`src/hw/gpcb_defs.svh`:
```
// register offsets, field positions and reset values of the pin bank
`ifndef GPCB_DEFS_SVH
`define GPCB_DEFS_SVH

`define GPCB_IDX_P1_B1   6'h24
`define GPCB_IDX_P1_B2   6'h25
`define GPCB_IDX_P1_B3   6'h26
`define GPCB_IDX_P1_B4   6'h27
`define GPCB_IDX_P1_B5   6'h28
`define GPCB_IDX_P1_B6   6'h29
`define GPCB_IDX_P1_B7   6'h2a
`define GPCB_IDX_P2_B0   6'h2b
`define GPCB_IDX_DATA    6'h30

`define GPCB_BIT_DIR     0
`define GPCB_BIT_POL     1
`define GPCB_BIT_ALT     2
`define GPCB_BIT_ALT_HI  3
`define GPCB_BIT_OTYPE   7

`define GPCB_CFG_RESET   8'h01
`define GPCB_DATA_RESET  8'h00
`define GPCB_MASK_P1     8'h87
`define GPCB_MASK_P2     8'h8f

`define GPCB_P2_GPIO     2'h0
`define GPCB_P2_KBC      2'h1
`define GPCB_P2_FDS      2'h2
`define GPCB_P2_RSVD     2'h3

`endif

```
`src/hw/gpcb_pkg.sv`:
```
// types shared by the pin bank modules
package gpcb_pkg;
    typedef logic [7:0] gpcb_byte_t;
    typedef enum logic [2:0] {
        GPCB_FN_GPIO,
        GPCB_FN_ALT_IN,
        GPCB_FN_ALT_OUT,
        GPCB_FN_ALT_BIDIR,
        GPCB_FN_OFF
    } gpcb_func_t;
endpackage : gpcb_pkg

```
`src/hw/gpcb_pin.sv`:
```
// one pad cell: input synchroniser and registered driver
`timescale 1ns/1ps
`default_nettype none
module gpcb_pin (
    input  wire logic clock_in,
    input  wire logic reset_n_in,
    input  wire logic pad_in,
    input  wire logic drive_en_in,
    input  wire logic drive_val_in,
    input  wire logic open_drain_in,
    output logic      level_out,
    output logic      pad_out,
    output logic      pad_oe_out
);
    typedef struct packed {
        logic sync1;
        logic sync2;
        logic pad_out;
        logic pad_oe;
    } gpcb_pin_state_t;

    gpcb_pin_state_t state_reg;
    gpcb_pin_state_t state_next;

    always_comb begin
        state_next       = state_reg;
        state_next.sync1 = pad_in;
        state_next.sync2 = state_reg.sync1;
        if (open_drain_in) begin
            // open drain only ever pulls low
            state_next.pad_out = 1'b0;
            state_next.pad_oe  = drive_en_in & ~drive_val_in;
        end else begin
            state_next.pad_out = drive_val_in;
            state_next.pad_oe  = drive_en_in;
        end
    end

    always_ff @(posedge clock_in) begin
        if (!reset_n_in) begin
            state_reg <= '0;
        end else begin
            state_reg <= state_next;
        end
    end

    assign level_out  = state_reg.sync2;
    assign pad_out    = state_reg.pad_out;
    assign pad_oe_out = state_reg.pad_oe;
endmodule : gpcb_pin
`default_nettype wire

```
`src/hw/gpcb_bank.sv`:
```
// apb register bank and function routing for eight configurable pins
`timescale 1ns/1ps
`default_nettype none
`include "gpcb_defs.svh"
// Contract
// - config bit 0 sets direction: one input, zero output
// - config bit 1 inverts the pin's logical value when one
// - config bit 7 picks open drain when one, push pull when zero
// - port 1 bit 2 picks game function over gpio; bits 6 to 3 reserved
// - pin at 24h in alternate mode is joystick one button two
// - pin at 25h in alternate mode is joystick two button one
// - pin at 26h in alternate mode is joystick two button two
// - pin at 27h in alternate mode is joystick one x axis input
// - pin at 28h in alternate mode is joystick one y axis input
// - pin at 29h in alternate mode is joystick two x axis input
// - pin at 2ah in alternate mode is joystick two y axis input
// - port 2 bit 0 uses bits 3:2 as function; 00 gpio, 11 reserved
// - port 2 bit 0 code 10 drives second floppy drive select
// - port 2 bit 0 code 01 carries keyboard controller port 1 bit 7
module gpcb_bank #(
    parameter int ADDR_W   = 8,
    parameter int NUM_PINS = 8
) (
    input  wire logic                 clock_in,
    input  wire logic                 reset_n_in,
    input  wire logic                 psel_in,
    input  wire logic                 penable_in,
    input  wire logic                 pwrite_in,
    input  wire logic [ADDR_W-1:0]    paddr_in,
    input  wire logic [31:0]          pwdata_in,
    input  wire logic [3:0]           pstrb_in,
    output logic      [31:0]          prdata_out,
    output logic                      pready_out,
    output logic                      pslverr_out,
    input  wire logic [NUM_PINS-1:0]  pin_in,
    output logic      [NUM_PINS-1:0]  pin_out,
    output logic      [NUM_PINS-1:0]  pin_oe_out,
    input  wire logic                 floppy_drive_select_1_n_in,
    input  wire logic                 kbc_port1_bit7_in,
    output logic                      kbc_port1_bit7_out,
    output logic                      joy1_button2_out,
    output logic                      joy2_button1_out,
    output logic                      joy2_button2_out,
    output logic                      joy1_x_axis_out,
    output logic                      joy1_y_axis_out,
    output logic                      joy2_x_axis_out,
    output logic                      joy2_y_axis_out
);
    import gpcb_pkg::*;

    // eight pins: index 0..6 are port 1 bits 1..7, index 7 is port 2 bit 0
    if (NUM_PINS != 8) begin : g_bad_pins
        $error("gpcb_bank serves exactly eight pins");
    end
    if (ADDR_W < 8) begin : g_bad_addr
        $error("gpcb_bank needs at least eight address bits");
    end

    localparam int P2 = 7;

    typedef struct packed {
        gpcb_byte_t [NUM_PINS-1:0] cfg;
        gpcb_byte_t                data;
        logic [31:0]               prdata;
        logic                      pready;
        logic                      pslverr;
        logic [6:0]                joy;
        logic                      kbc;
    } gpcb_state_t;

    gpcb_state_t state_reg;
    gpcb_state_t state_next;

    logic [NUM_PINS-1:0] level;
    logic [NUM_PINS-1:0] drive_en;
    logic [NUM_PINS-1:0] drive_val;
    logic [NUM_PINS-1:0] open_drain;
    logic [NUM_PINS-1:0] seen;
    gpcb_func_t          func [NUM_PINS];

    genvar gi;
    for (gi = 0; gi < NUM_PINS; gi++) begin : g_pin
        gpcb_pin u_pin (
            .clock_in      (clock_in),
            .reset_n_in    (reset_n_in),
            .pad_in        (pin_in[gi]),
            .drive_en_in   (drive_en[gi]),
            .drive_val_in  (drive_val[gi]),
            .open_drain_in (open_drain[gi]),
            .level_out     (level[gi]),
            .pad_out       (pin_out[gi]),
            .pad_oe_out    (pin_oe_out[gi])
        );
    end

    // function decode and pad drive
    always_comb begin
        for (int i = 0; i < NUM_PINS; i++) begin
            func[i]       = GPCB_FN_GPIO;
            drive_en[i]   = 1'b0;
            drive_val[i]  = 1'b0;
            open_drain[i] = state_reg.cfg[i][`GPCB_BIT_OTYPE];
            // polarity applies in every function
            seen[i] = level[i] ^ state_reg.cfg[i][`GPCB_BIT_POL];
            if (i < P2) begin
                if (state_reg.cfg[i][`GPCB_BIT_ALT]) begin
                    func[i] = GPCB_FN_ALT_IN;
                end
            end else begin
                unique case (state_reg.cfg[i][`GPCB_BIT_ALT_HI:
                                              `GPCB_BIT_ALT])
                    `GPCB_P2_GPIO: func[i] = GPCB_FN_GPIO;
                    `GPCB_P2_KBC:  func[i] = GPCB_FN_ALT_BIDIR;
                    `GPCB_P2_FDS:  func[i] = GPCB_FN_ALT_OUT;
                    `GPCB_P2_RSVD: func[i] = GPCB_FN_OFF;
                endcase
            end
            unique case (func[i])
                GPCB_FN_GPIO: begin
                    drive_en[i]  = ~state_reg.cfg[i][`GPCB_BIT_DIR];
                    drive_val[i] = state_reg.data[i] ^
                                   state_reg.cfg[i][`GPCB_BIT_POL];
                end
                GPCB_FN_ALT_OUT: begin
                    drive_en[i]  = 1'b1;
                    drive_val[i] = floppy_drive_select_1_n_in ^
                                   state_reg.cfg[i][`GPCB_BIT_POL];
                end
                GPCB_FN_ALT_BIDIR: begin
                    // driver type follows config bit 7 here as elsewhere; the controller also reads the pin
                    drive_en[i]  = 1'b1;
                    drive_val[i] = kbc_port1_bit7_in ^
                                   state_reg.cfg[i][`GPCB_BIT_POL];
                end
                GPCB_FN_ALT_IN, GPCB_FN_OFF: begin
                    drive_en[i]  = 1'b0;
                    drive_val[i] = 1'b0;
                end
            endcase
        end
    end

    logic [ADDR_W-3:0] word_idx;
    logic              aligned;
    logic              hit_cfg;
    logic              hit_data;
    logic [2:0]        cfg_sel;
    logic [ADDR_W-3:0] cfg_base;
    logic [ADDR_W-3:0] cfg_last;
    logic [ADDR_W-3:0] data_idx;
    gpcb_byte_t        cfg_mask;
    gpcb_byte_t        rd_byte;
    logic              setup;
    logic              access;

    assign word_idx = paddr_in[ADDR_W-1:2];
    assign aligned  = (paddr_in[1:0] == 2'h0);
    assign cfg_base = (ADDR_W-2)'(`GPCB_IDX_P1_B1);
    assign cfg_last = (ADDR_W-2)'(`GPCB_IDX_P2_B0);
    assign data_idx = (ADDR_W-2)'(`GPCB_IDX_DATA);
    assign hit_cfg  = aligned && word_idx >= cfg_base &&
                      word_idx <= cfg_last;
    assign hit_data = aligned && word_idx == data_idx;
    assign cfg_sel  = 3'(word_idx - cfg_base);
    assign cfg_mask = (cfg_sel == 3'(P2)) ? `GPCB_MASK_P2 : `GPCB_MASK_P1;
    assign setup    = psel_in & ~penable_in;
    assign access   = psel_in & penable_in & state_reg.pready;

    // data read: gpio outputs show the stored value, inputs and alternate functions show the pad
    always_comb begin
        rd_byte = 8'h00;
        if (hit_cfg) begin
            rd_byte = state_reg.cfg[cfg_sel];
        end else if (hit_data) begin
            for (int i = 0; i < NUM_PINS; i++) begin
                if (func[i] == GPCB_FN_GPIO &&
                    !state_reg.cfg[i][`GPCB_BIT_DIR]) begin
                    rd_byte[i] = state_reg.data[i];
                end else begin
                    rd_byte[i] = seen[i];
                end
            end
        end
    end

    // apb slave and registered outputs
    always_comb begin
        state_next        = state_reg;
        // answer in the first access cycle, no wait states
        state_next.pready = setup;
        if (setup) begin
            state_next.prdata  = pwrite_in ? 32'h0 : {24'h0, rd_byte};
            state_next.pslverr = ~(hit_cfg | hit_data);
        end else if (access) begin
            state_next.prdata  = 32'h0;
            state_next.pslverr = 1'b0;
        end
        if (access && pwrite_in && pstrb_in[0]) begin
            if (hit_cfg) begin
                // reserved bits are dropped so they read back as zero
                state_next.cfg[cfg_sel] = pwdata_in[7:0] & cfg_mask;
            end else if (hit_data) begin
                state_next.data = pwdata_in[7:0];
            end
        end
        // idle level one when a game input is not routed
        state_next.joy = 7'h7f;
        for (int i = 0; i < P2; i++) begin
            if (func[i] == GPCB_FN_ALT_IN) begin
                state_next.joy[i] = seen[i];
            end
        end
        state_next.kbc = (func[P2] == GPCB_FN_ALT_BIDIR) ?
                         seen[P2] : 1'b1;
    end

    always_ff @(posedge clock_in) begin
        if (!reset_n_in) begin
            for (int i = 0; i < NUM_PINS; i++) begin
                state_reg.cfg[i] <= `GPCB_CFG_RESET;
            end
            state_reg.data    <= `GPCB_DATA_RESET;
            state_reg.prdata  <= 32'h0;
            state_reg.pready  <= 1'b0;
            state_reg.pslverr <= 1'b0;
            state_reg.joy     <= 7'h7f;
            state_reg.kbc     <= 1'b1;
        end else begin
            state_reg <= state_next;
        end
    end

    assign prdata_out         = state_reg.prdata;
    assign pready_out         = state_reg.pready;
    assign pslverr_out        = state_reg.pslverr;
    assign kbc_port1_bit7_out = state_reg.kbc;
    assign joy1_button2_out   = state_reg.joy[0];
    assign joy2_button1_out   = state_reg.joy[1];
    assign joy2_button2_out   = state_reg.joy[2];
    assign joy1_x_axis_out    = state_reg.joy[3];
    assign joy1_y_axis_out    = state_reg.joy[4];
    assign joy2_x_axis_out    = state_reg.joy[5];
    assign joy2_y_axis_out    = state_reg.joy[6];
endmodule : gpcb_bank
`default_nettype wire

```
`config.mk`:
```
export PLATFORM = sky130hd
export DESIGN_NAME = gpcb_bank
export DESIGN_NICKNAME = d
export VERILOG_FILES = /design/src/hw/gpcb_pkg.sv /design/src/hw/gpcb_pin.sv /design/src/hw/gpcb_bank.sv
export VERILOG_INCLUDE_DIRS = /design/src /design/src/hw
export SDC_FILE = /design/constraint.sdc
export NUM_CORES = 1
export LEC_CHECK = 0
export CAP_MARGIN = 20
export CORE_UTILIZATION = 40
export CTS_CLUSTER_DIAMETER = 50
export DETAILED_ROUTE_END_ITERATION = 12
export DONT_BUFFER_PORTS = 1
export GPL_ROUTABILITY_DRIVEN = 0
export PLACE_DENSITY = 0.64
export SLEW_MARGIN = 20
export SYNTH_ARGS = -nofsm -noshare
export SYNTH_HDL_FRONTEND = slang
export SYNTH_HIERARCHICAL = 1
export SYNTH_SLANG_ARGS = --single-unit
```
`constraint.sdc`:
```
create_clock -name clock_in -period 1.7 [get_ports clock_in]
set_clock_uncertainty 0.05 [all_clocks]
set_input_delay 0.255 -clock clock_in [delete_from_list [all_inputs] [get_ports clock_in]]
set_output_delay 0.255 -clock clock_in [all_outputs]
set_load 0.03 [all_outputs]
```
==> key figures, run 1 <==
Outcome
  – Status: finished clean

Drt
  – DR WL/cell: 17.5 um
  – Via count: 3615
  – DRT Pass-1 Iters: 5
  – Post-DRT Antenna Nets: 0
  – Met3 wire length: 714 um
  – Drt drc: 0
  – Initial DRC Count: 283
  – Top sig layer: met4
  – DR vias/cell: 5.56
  – Wire length on met1: 5.07 mm
  – Met2 wire length: 5.30 mm
  – WL final: 11.4 mm

Setup path
  – Reg-to-Reg Start: pready_out
  – Critical path launch point: pready_out
  – Worst reg-to-reg path cell count: 5
  – WP data required: 1.79 ns
  – Crit path cell chain: and4_1, nand4_2, buf_12, o21ai_0, o311ai_0
  – Max FO, Critical Path: 44
  – Setup crit end: state_reg[90]
  – Critical Path Start Type: flip-flop
  – CP endpoint kind: flip-flop
  – Reg-to-reg critical path endpoint: state_reg[90]
  – WS Path Type: flip-flop to flip-flop
  – CP max stage delay: 0.34 ns
  – Worst path arrival time: 1.71 ns
  – Slowest-stage cell, CP: dfxtp_1
  – R2R Setup Slk: 0.08 ns

Timing
  – Setup TNS: 0 ns
  – Clock period minus worst slack: 1.62 ns
  – Tcrit/Tclk final: 95.3%
  – Slew @ Worst Pin: 1.03 ns
  – Relative slew slack: 31.4%
  – Slew Viols, Final: 0
  – Final worst hold slack: 0.00679 ns
  – Setup violators final: 0
  – Fmax: 617 MHz
  – Final hold vios: 0

Layout
  – Final #Nets: 566
  – Area growth syn-to-layout: 10.4%
  – Finished Core Util: 45.1%
  – Antenna Cells: 0
  – Most frequent cells in the layout: dfxtp_1, nand2_1, o21ai_0, nor2_1, conb_1
  – Layout cells sized above 1: 15.4%
  – Commonest non-fill, non-tap cell in the layout: dfxtp_1
  – Max reg flops: 40

Die
  – # IOs: 117
  – Chip Height: 110 um
  – Initial core utilization: 40.9%
  – Die ar.: 12100 um^2
  – Floorplan core area: 11400 um^2
  – Horiz. Die Dim: 110 um
  – # rows: 39

Global route
  – First-pass GRT wire length: 17.7 mm
  – Grt ovf: 0
  – Vias in the first global route: 3267
  – Largest net degree at the start of global routing: 65
  – Overall Global Routing Usage: 19.7%
  – Initial antenna violation count: 0

Synth
  – Sequential-to-total area share from yosys stat: 42.2%
  – Yosys warning count: 6
  – Library cells used by synthesis: 54
  – Post-synth top flop: dfxtp_1
  – Syn Area/Cell: 9.34 um^2
  – Number of enable flip-flop cells after synthesis: 0
  – Async SR Flop Fraction: 0%
  – Register bit count reported by yosys: 98
  – Mapped Area: 4650 um^2
  – Synth Instances: 498

Clocking
  – Clock transition at path regs: 0.06 ns
  – Worst skew pair latency: 0.34 ns
  – CTS tree: built
  – CTS buffer count: 9
  – Root Buffer: clkbuf_16
  – H-tree depth: 3
  – CTS Sinks: 98
  – Clock Tree Buf Depth: 2

Power and ir drop
  – Pwr dens: 904 nW/um^2
  – Design Power: 4640 uW
  – Leakage: 0.00197 uW
  – Maximum vdd drop: 0.410 mV

Job
  – Max cap viols: 0

Placement
  – Port bufs: 0
  – Detailed placer's ending HPWL: 7.11 mm

Hold path
  – Hold WC Path Type: primary input to flip-flop
report_power, final:
part           internal (uW)  switching [uW]  leakage, uW
sequential              2320            10.2     0.000795
combinational           99.6             168      0.00104
clock                   1180             863     0.000143
total                   3600            1040      0.00197
cell type report:
class,instances,area [um^2]
Inverter,8,30.0
Tap cell,143,179
Multi-Input combinational cell,353,2350
Clock inverter,4,51.3
Timing Repair Buffer,32,310
Sequential cell,98,1960
Fill cell,1091,6240
Clock buffer,12,246
critical path: cells and delay by family, from the launching register on:
kind | cells | cell delay (ns)
flops | 1 | 0.34
compound gates | 2 | 0.37
buf+inv | 1 | 0.21
simple gates | 2 | 0.44
synthesized netlist by cell type (8+ instances only):
library cell	number	area share, %
and2_2	16	2.6
buf_2	8	0.86
nor2b_1	11	1.5
nand4b_1	13	2.4
buf_4	33	5.3
nand2_1	42	3.4
a21oi_2	8	1.5
xnor2_1	9	1.7
mux2i_1	19	4.1
nor2_1	27	2.2
o21ai_0	39	4.2
nand4_1	15	2.0
a21boi_0	21	3.4
dfxtp_1	98	42
xor2_1	8	1.5
clkbuf_1	18	1.5
mux2_2	8	1.9
or2_2	8	1.1
inv_1	8	0.65
metrics by stage:
stage,worst slack [ns],std cells,cell area [um^2]
floorplan,0.0739,521,4740
global placement,0.175,616,4650
detailed placement,0.121,616,4650
CTS,0.000975,648,5110
global route,-0.000356,650,5130
finish,0.0801,650,5130
metal layers:
metal  up-vias  track usage, %
li1       1706               -
met3        21            3.73
met1      1758            25.3
met4         0            8.95
met5         -               0
met2       130            31.7
cell families after synthesis:
family                   synth area share [%]
AO/OA/AOI/OAI                            17.4
XOR/XNOR                                 3.20
adder cells (fa/ha/maj)                  1.35
buffers and inverters                    9.10
flip-flops                               42.2
multiplexers                             6.03
other                                  0.0807
AND/OR/NAND/NOR                          20.7
worst min-delay path by stage:
stage | cells after the start | startpoint | endpoint | slack (ns)
floorplan | 2 | reset_n_in | g_pin[0].u_pin/pad_out | 0.32
global placement | 1 | reset_n_in | state_reg[74] | 0.30
detailed placement | 1 | reset_n_in | state_reg[74] | 0.30
CTS | 1 | reset_n_in | g_pin[0].u_pin/level_out | 0.0001
global route | 1 | reset_n_in | g_pin[5].u_pin/state_next[2] | 0.0004
finish | 1 | reset_n_in | g_pin[5].u_pin/state_next[2] | 0.007
timing repair:
| item | in CTS | in global routing |
|---|---|---|
| hold endpoints to repair | 32 | 1 |
| resized for setup | 0 | 3 |
| hold buffers | 16 | 1 |
| buffers inserted | 0 | 1 |
| setup endpoints to repair | 0 | 6 |
Note: power is estimated with default switching activity, not from simulation.
==> run 2: changes to the inputs <==
- REMOVE_ABC_BUFFERS: default -> 1
- SLEW_MARGIN: 20 -> 25
==> key figures, run 2 (same netlist as run 1, synthesis figures left out) <==
Outcome
  – Status: finished with violations
  – Failing checks: design-rule violations

Global route
  – Largest net degree at the start of global routing: 55
  – Vias in the first global route: 3288
  – Grt ovf: 0
  – Initial antenna violation count: 1
  – First-pass GRT wire length: 17.7 mm
  – Overall Global Routing Usage: 20.2%

Power and ir drop
  – Switching part of the total power: 22.1%
  – Power share of the combinational group: 6.0%
  – Flop pwr share: 49.7%
  – Pwr dens: 910 nW/um^2
  – Int Pwr: 3640 uW
  – Leakage: 0.00197 uW
  – P_sw: 1040 uW
  – Maximum vdd drop: 0.541 mV
  – Part of the power in the clock network: 44.3%

Clocking
  – CTS buffer count: 9
  – H-tree depth: 3
  – Clock Tree Buf Depth: 2
  – CTS tree: built
  – Post-CTS Setup Bufs: 0
  – Clock transition at path regs: 0.06 ns
  – CTS Sinks: 98
  – Worst skew pair latency: 0.35 ns
  – Root Buffer: clkbuf_16

Setup path
  – Reg-to-reg critical path endpoint: state_reg[75]
  – Max FO, Critical Path: 29
  – Worst path arrival time: 1.77 ns
  – Worst reg-to-reg path cell count: 5
  – Critical Path Start Type: flip-flop
  – CP endpoint kind: flip-flop
  – WS Path Type: flip-flop to flip-flop
  – WP data required: 1.91 ns
  – Reg-to-Reg Start: pready_out
  – R2R Setup Slk: 0.14 ns

Layout
  – Antenna Cells: 0
  – Final #Nets: 564
  – Layout cells sized above 1: 16.0%
  – Max reg flops: 40
  – Most frequent cells in the layout: dfxtp_1, nand2_1, o21ai_0, nor2_1, conb_1
  – Commonest non-fill, non-tap cell in the layout: dfxtp_1
  – Final Instance Area: 5140 um^2
  – Area growth syn-to-layout: 10.6%

Timing
  – Setup violators final: 0
  – Tcrit/Tclk final: 91.9%
  – Final worst hold slack: 0.0159 ns
  – Final hold vios: 0
  – Slew Viols, Final: 0
  – Fmax: 640 MHz
  – Setup ws final: 0.138 ns
  – Clock period minus worst slack: 1.56 ns
  – Unrepaired setup endpoints after global routing: no

Drt
  – DRT Pass-1 Iters: 8
  – Post-DRT Antenna Nets: 0
  – Initial DRC Count: 285
  – DR vias/cell: 5.43
  – Drt drc: 4
  – WL final: 11.6 mm
  – Via count: 3518
  – DR WL/cell: 17.8 um

Hold path
  – Hold Startpoint: pwdata_in[7]
  – Hold depth: 2
  – WHS Endpoint: open_drain[3]
  – Hold WC Path Type: primary input to flip-flop

Placement
  – Detailed placer's ending HPWL: 7.23 mm
  – Area after DPL: 4660 um^2
  – Dpl ws: 0.0473 ns
  – Port bufs: 0

Job
  – Max cap viols: 0

Die
  – # IOs: 117
  – Initial core utilization: 40.9%
  – Horiz. Die Dim: 110 um
  – Floorplan core area: 11400 um^2
  – Chip Height: 110 um
  – Die ar.: 12100 um^2
  – # rows: 39
[run 2: timing repair]
item | in CTS | in global routing
hold buffers | 14 | 1
endpoints found under the setup margin | 0 | 2
hold endpoints to repair | 55 | 1
gates resized for setup | 0 | 5
[run 2: cell type report]
class | count | area, um^2
Inverter | 8 | 30.0
Clock buffer | 14 | 264
Multi-Input combinational cell | 353 | 2370
Clock inverter | 2 | 35.0
Tap cell | 143 | 179
Timing Repair Buffer | 30 | 298
Sequential cell | 98 | 1960
Fill cell | 1092 | 6230
[run 2: power by group through the flow]
stage          Clock [uW]  Sequential, uW  Combinational [uW]
2_1_floorplan           0            2380                 178
3_3_place_gp            0            2380                 218
3_5_place_dp            0            2380                 220
4_1_cts              2120            2330                 278
5_1_grt              2220            2330                 304
6_report             2070            2330                 281
[run 2: critical path, cell delays in order (launching register included)]
cell and delay (ns):
dfxtp_1 0.34, and4_1 0.29, and4_1 0.27, buf_12 0.19, nand4_1 0.11, a21boi_0 0.22
[run 2: per-stage QoR]
step	TNS (ns)	std cells	utilization, %	power, uW
after global routing	0	648	45.2	4850
after detailed placement	0	617	41.0	2600
after global placement	0	617	41.0	2600
final	0	648	45.2	4680
after CTS	0	647	44.9	4720
after floorplan	-6.21	459	-	2560
[run 2: per-layer routing]
layer / global-route usage [%] / vias up / share of wire, %
met4: 10.7 / 0 / 3.2
met2: 32.1 / 112 / 47
met5: 0 / - / 0
met1: 24.9 / 1672 / 42
li1: - / 1708 / -
met3: 5.10 / 26 / 7.1
[run 2: worst max path at each step]
| stage | startpoint | slack [ns] | end | cells after the start |
|---|---|---|---|---|
| final | pready_out | 0.14 | state_reg[75] | 5 |
| after global routing | pready_out | 0.04 | state_reg[75] | 5 |
| after detailed placement | paddr_in[1] | 0.05 | state_reg[75] | 5 |
| after global placement | paddr_in[1] | 0.14 | prdata_out[7] | 5 |
| after floorplan | pready_out | -0.21 | state_reg[50] | 4 |
| after CTS | state_reg[108] | 0.09 | g_pin[7].u_pin/pad_out | 8 |
==> run 3: changes to the inputs <==
- ABC_AREA: default -> 1
- CELL_PAD_IN_SITES_DETAIL_PLACEMENT: default -> 0
- CELL_PAD_IN_SITES_GLOBAL_PLACEMENT: default -> 1
- PLACE_DENSITY: 0.64 -> 0.82
==> key figures, run 3 <==
Clocking
  – CTS Sinks: 98
  – Root Buffer: clkbuf_16
  – Clock Tree Buf Depth: 2
  – CTS buffer count: 9
  – H-tree depth: 3
  – Post-CTS Setup Bufs: 0
  – Clock transition at path regs: 0.06 ns
  – Worst skew pair latency: 0.35 ns
  – CTS tree: built

Die
  – # rows: 38
  – Chip Height: 110 um
  – Die ar.: 12000 um^2
  – # IOs: 117
  – Floorplan core area: 11100 um^2
  – Initial core utilization: 41.9%
  – Horiz. Die Dim: 110 um

Drt
  – Post-DRT Antenna Nets: 0
  – WL final: 11.1 mm
  – DRT Pass-1 Iters: 4
  – DR vias/cell: 4.67
  – Initial DRC Count: 165
  – Drt drc: 0
  – Via count: 3870
  – DR WL/cell: 13.4 um

Setup path
  – Worst path arrival time: 1.75 ns
  – Reg-to-Reg Start: state_reg[108]
  – Worst reg-to-reg path cell count: 9
  – WS Path Type: flip-flop to flip-flop
  – Critical path launch point: state_reg[108]
  – Critical Path Start Type: flip-flop
  – Max FO, Critical Path: 4
  – WP data required: 1.90 ns
  – CP endpoint kind: flip-flop

Synth
  – Syn Area/Cell: 6.91 um^2
  – Most common library cells after synthesis: nand2_1, nor2_1, dfxtp_1
  – Library cells used by synthesis: 29
  – Sequential-to-total area share from yosys stat: 42.3%
  – Share of Yosys cell area claimed by the top area cell type: 42.3%
  – Synth Instances: 671
  – Async SR Flop Fraction: 0%
  – Mapped Area: 4640 um^2
  – Synth area leaders: dfxtp_1, nand2_1, nor2_1
  – Number of enable flip-flop cells after synthesis: 0
  – Post-synth top flop: dfxtp_1
  – Register bit count reported by yosys: 98
  – Post-synth top area cell: dfxtp_1
  – Yosys warning count: 6
  – Top-count cell post-synth: nand2_1

Global route
  – Grt ovf: 0
  – First-pass GRT wire length: 17.8 mm
  – Largest net degree at the start of global routing: 62
  – Initial antenna violation count: 0
  – Vias in the first global route: 3550
  – Overall Global Routing Usage: 20.2%

Timing
  – Setup violators final: 0
  – Setup TNS: 0 ns
  – Unrepaired setup endpoints after global routing: no
  – Slew @ Worst Pin: 0.764 ns
  – Relative slew slack: 48.9%
  – Final hold vios: 0
  – Tcrit/Tclk final: 91.3%
  – Slew Viols, Final: 0
  – Clock period minus worst slack: 1.55 ns
  – Fmax: 644 MHz

Layout
  – Final Instance Area: 5130 um^2
  – Most frequent cells in the layout: nand2_1, nor2_1, dfxtp_1, inv_1, o21ai_0
  – Antenna Cells: 0
  – Max reg flops: 40
  – Commonest non-fill, non-tap cell in the layout: nand2_1
  – Area growth syn-to-layout: 10.7%
  – Final #Nets: 747
  – Layout cells sized above 1: 7.70%

Power and ir drop
  – Leakage: 0.00247 uW
  – Pwr dens: 916 nW/um^2
  – Maximum vdd drop: 0.654 mV

Hold path
  – Hold WC Path Type: primary input to flip-flop
  – Hold depth: 2
  – Hold Startpoint: reset_n_in

Outcome
  – Status: finished clean

Placement
  – Area after DPL: 4680 um^2
  – Detailed placer's ending HPWL: 7.58 mm
  – Port bufs: 0

Job
  – Max cap viols: 0
[run 3: cell count changes after synthesis, moves of 11 or more]
cell	before	now
a21boi_0	21	0
a21oi_1	1	24
and2_2	16	0
inv_1	8	84
mux2i_1	19	0
nand2_1	42	192
nand3_1	1	30
nand4b_1	13	0
nor2_1	27	100
nor2b_1	11	0
[run 3: final cells by class]
class | instances | area, um^2
clock buffers | 14 | 264
clock inverters | 2 | 35.0
fillers | 1172 | 5950
inverters | 91 | 343
multi-input cells | 459 | 2110
flip-flops and latches | 98 | 1960
well taps | 140 | 175
repair buffers | 24 | 243
[run 3: cell families after synthesis]
group,share of synthesized area (%)
AOI/OAI and AO/OA,7.53
xor gates and xnor gates,1.32
adders and majority gates,1.35
buffers and inverters,14.1
DFF,42.3
other,0.0809
and+or+nand+nor,33.3
[run 3: report_power, final]
part	total (uW)	switching (uW)	internal [uW]
logic	322	228	94.5
registers	2330	12.3	2320
clock network	2050	831	1220
[run 3: per-stage QoR]
step / setup WS, ns / total power (uW) / hold slack (ns) / util, % / cells
after floorplan: 0.0670 / 2600 / 0.289 / - / 648
after global placement: 0.145 / 2640 / 0.302 / 42.3 / 799
after detailed placement: 0.115 / 2640 / 0.306 / 42.3 / 799
after CTS: 0.0947 / 4750 / 0.00902 / 46.3 / 828
after global routing: 0.0159 / 4890 / 0.0251 / 46.3 / 828
final: 0.147 / 4700 / 0.0185 / 46.3 / 828
[run 3: routing by layer]
metal	track usage, %	vias up	part of all wire [%]
li1	-	2023	-
met1	25.4	1737	47
met2	32.4	90	45
met3	5.57	20	5.4
met4	8.48	0	2.0
met5	0	-	0
[run 3: what timing repair did]
action                                  4_1_cts  5_1_grt
resized for setup                             0        2
endpoints found under the hold margin        63        0
endpoints found under the setup margin        0        5
hold buffers                                 13        0
[run 3: path summary, 6_finish.rpt]
kind,endpoint,slack (ns)
setup / recovery,g_pin[7].u_pin/pad_oe_out,0.15
hold / removal,state_reg[91],0.02
setup reg to reg,g_pin[7].u_pin/pad_oe_out,0.15
hold reg to reg,g_pin[5].u_pin/level_out,0.36
[run 3: critical path: stages (launching register included)]
cell     delay (ns)
dfxtp_2        0.36
inv_1          0.10
ha_1           0.33
nand3_1        0.08
o21ai_0        0.09
xor2_1         0.15
nor2_1         0.13
nand2_1        0.07
inv_1          0.05
nor2_1         0.03
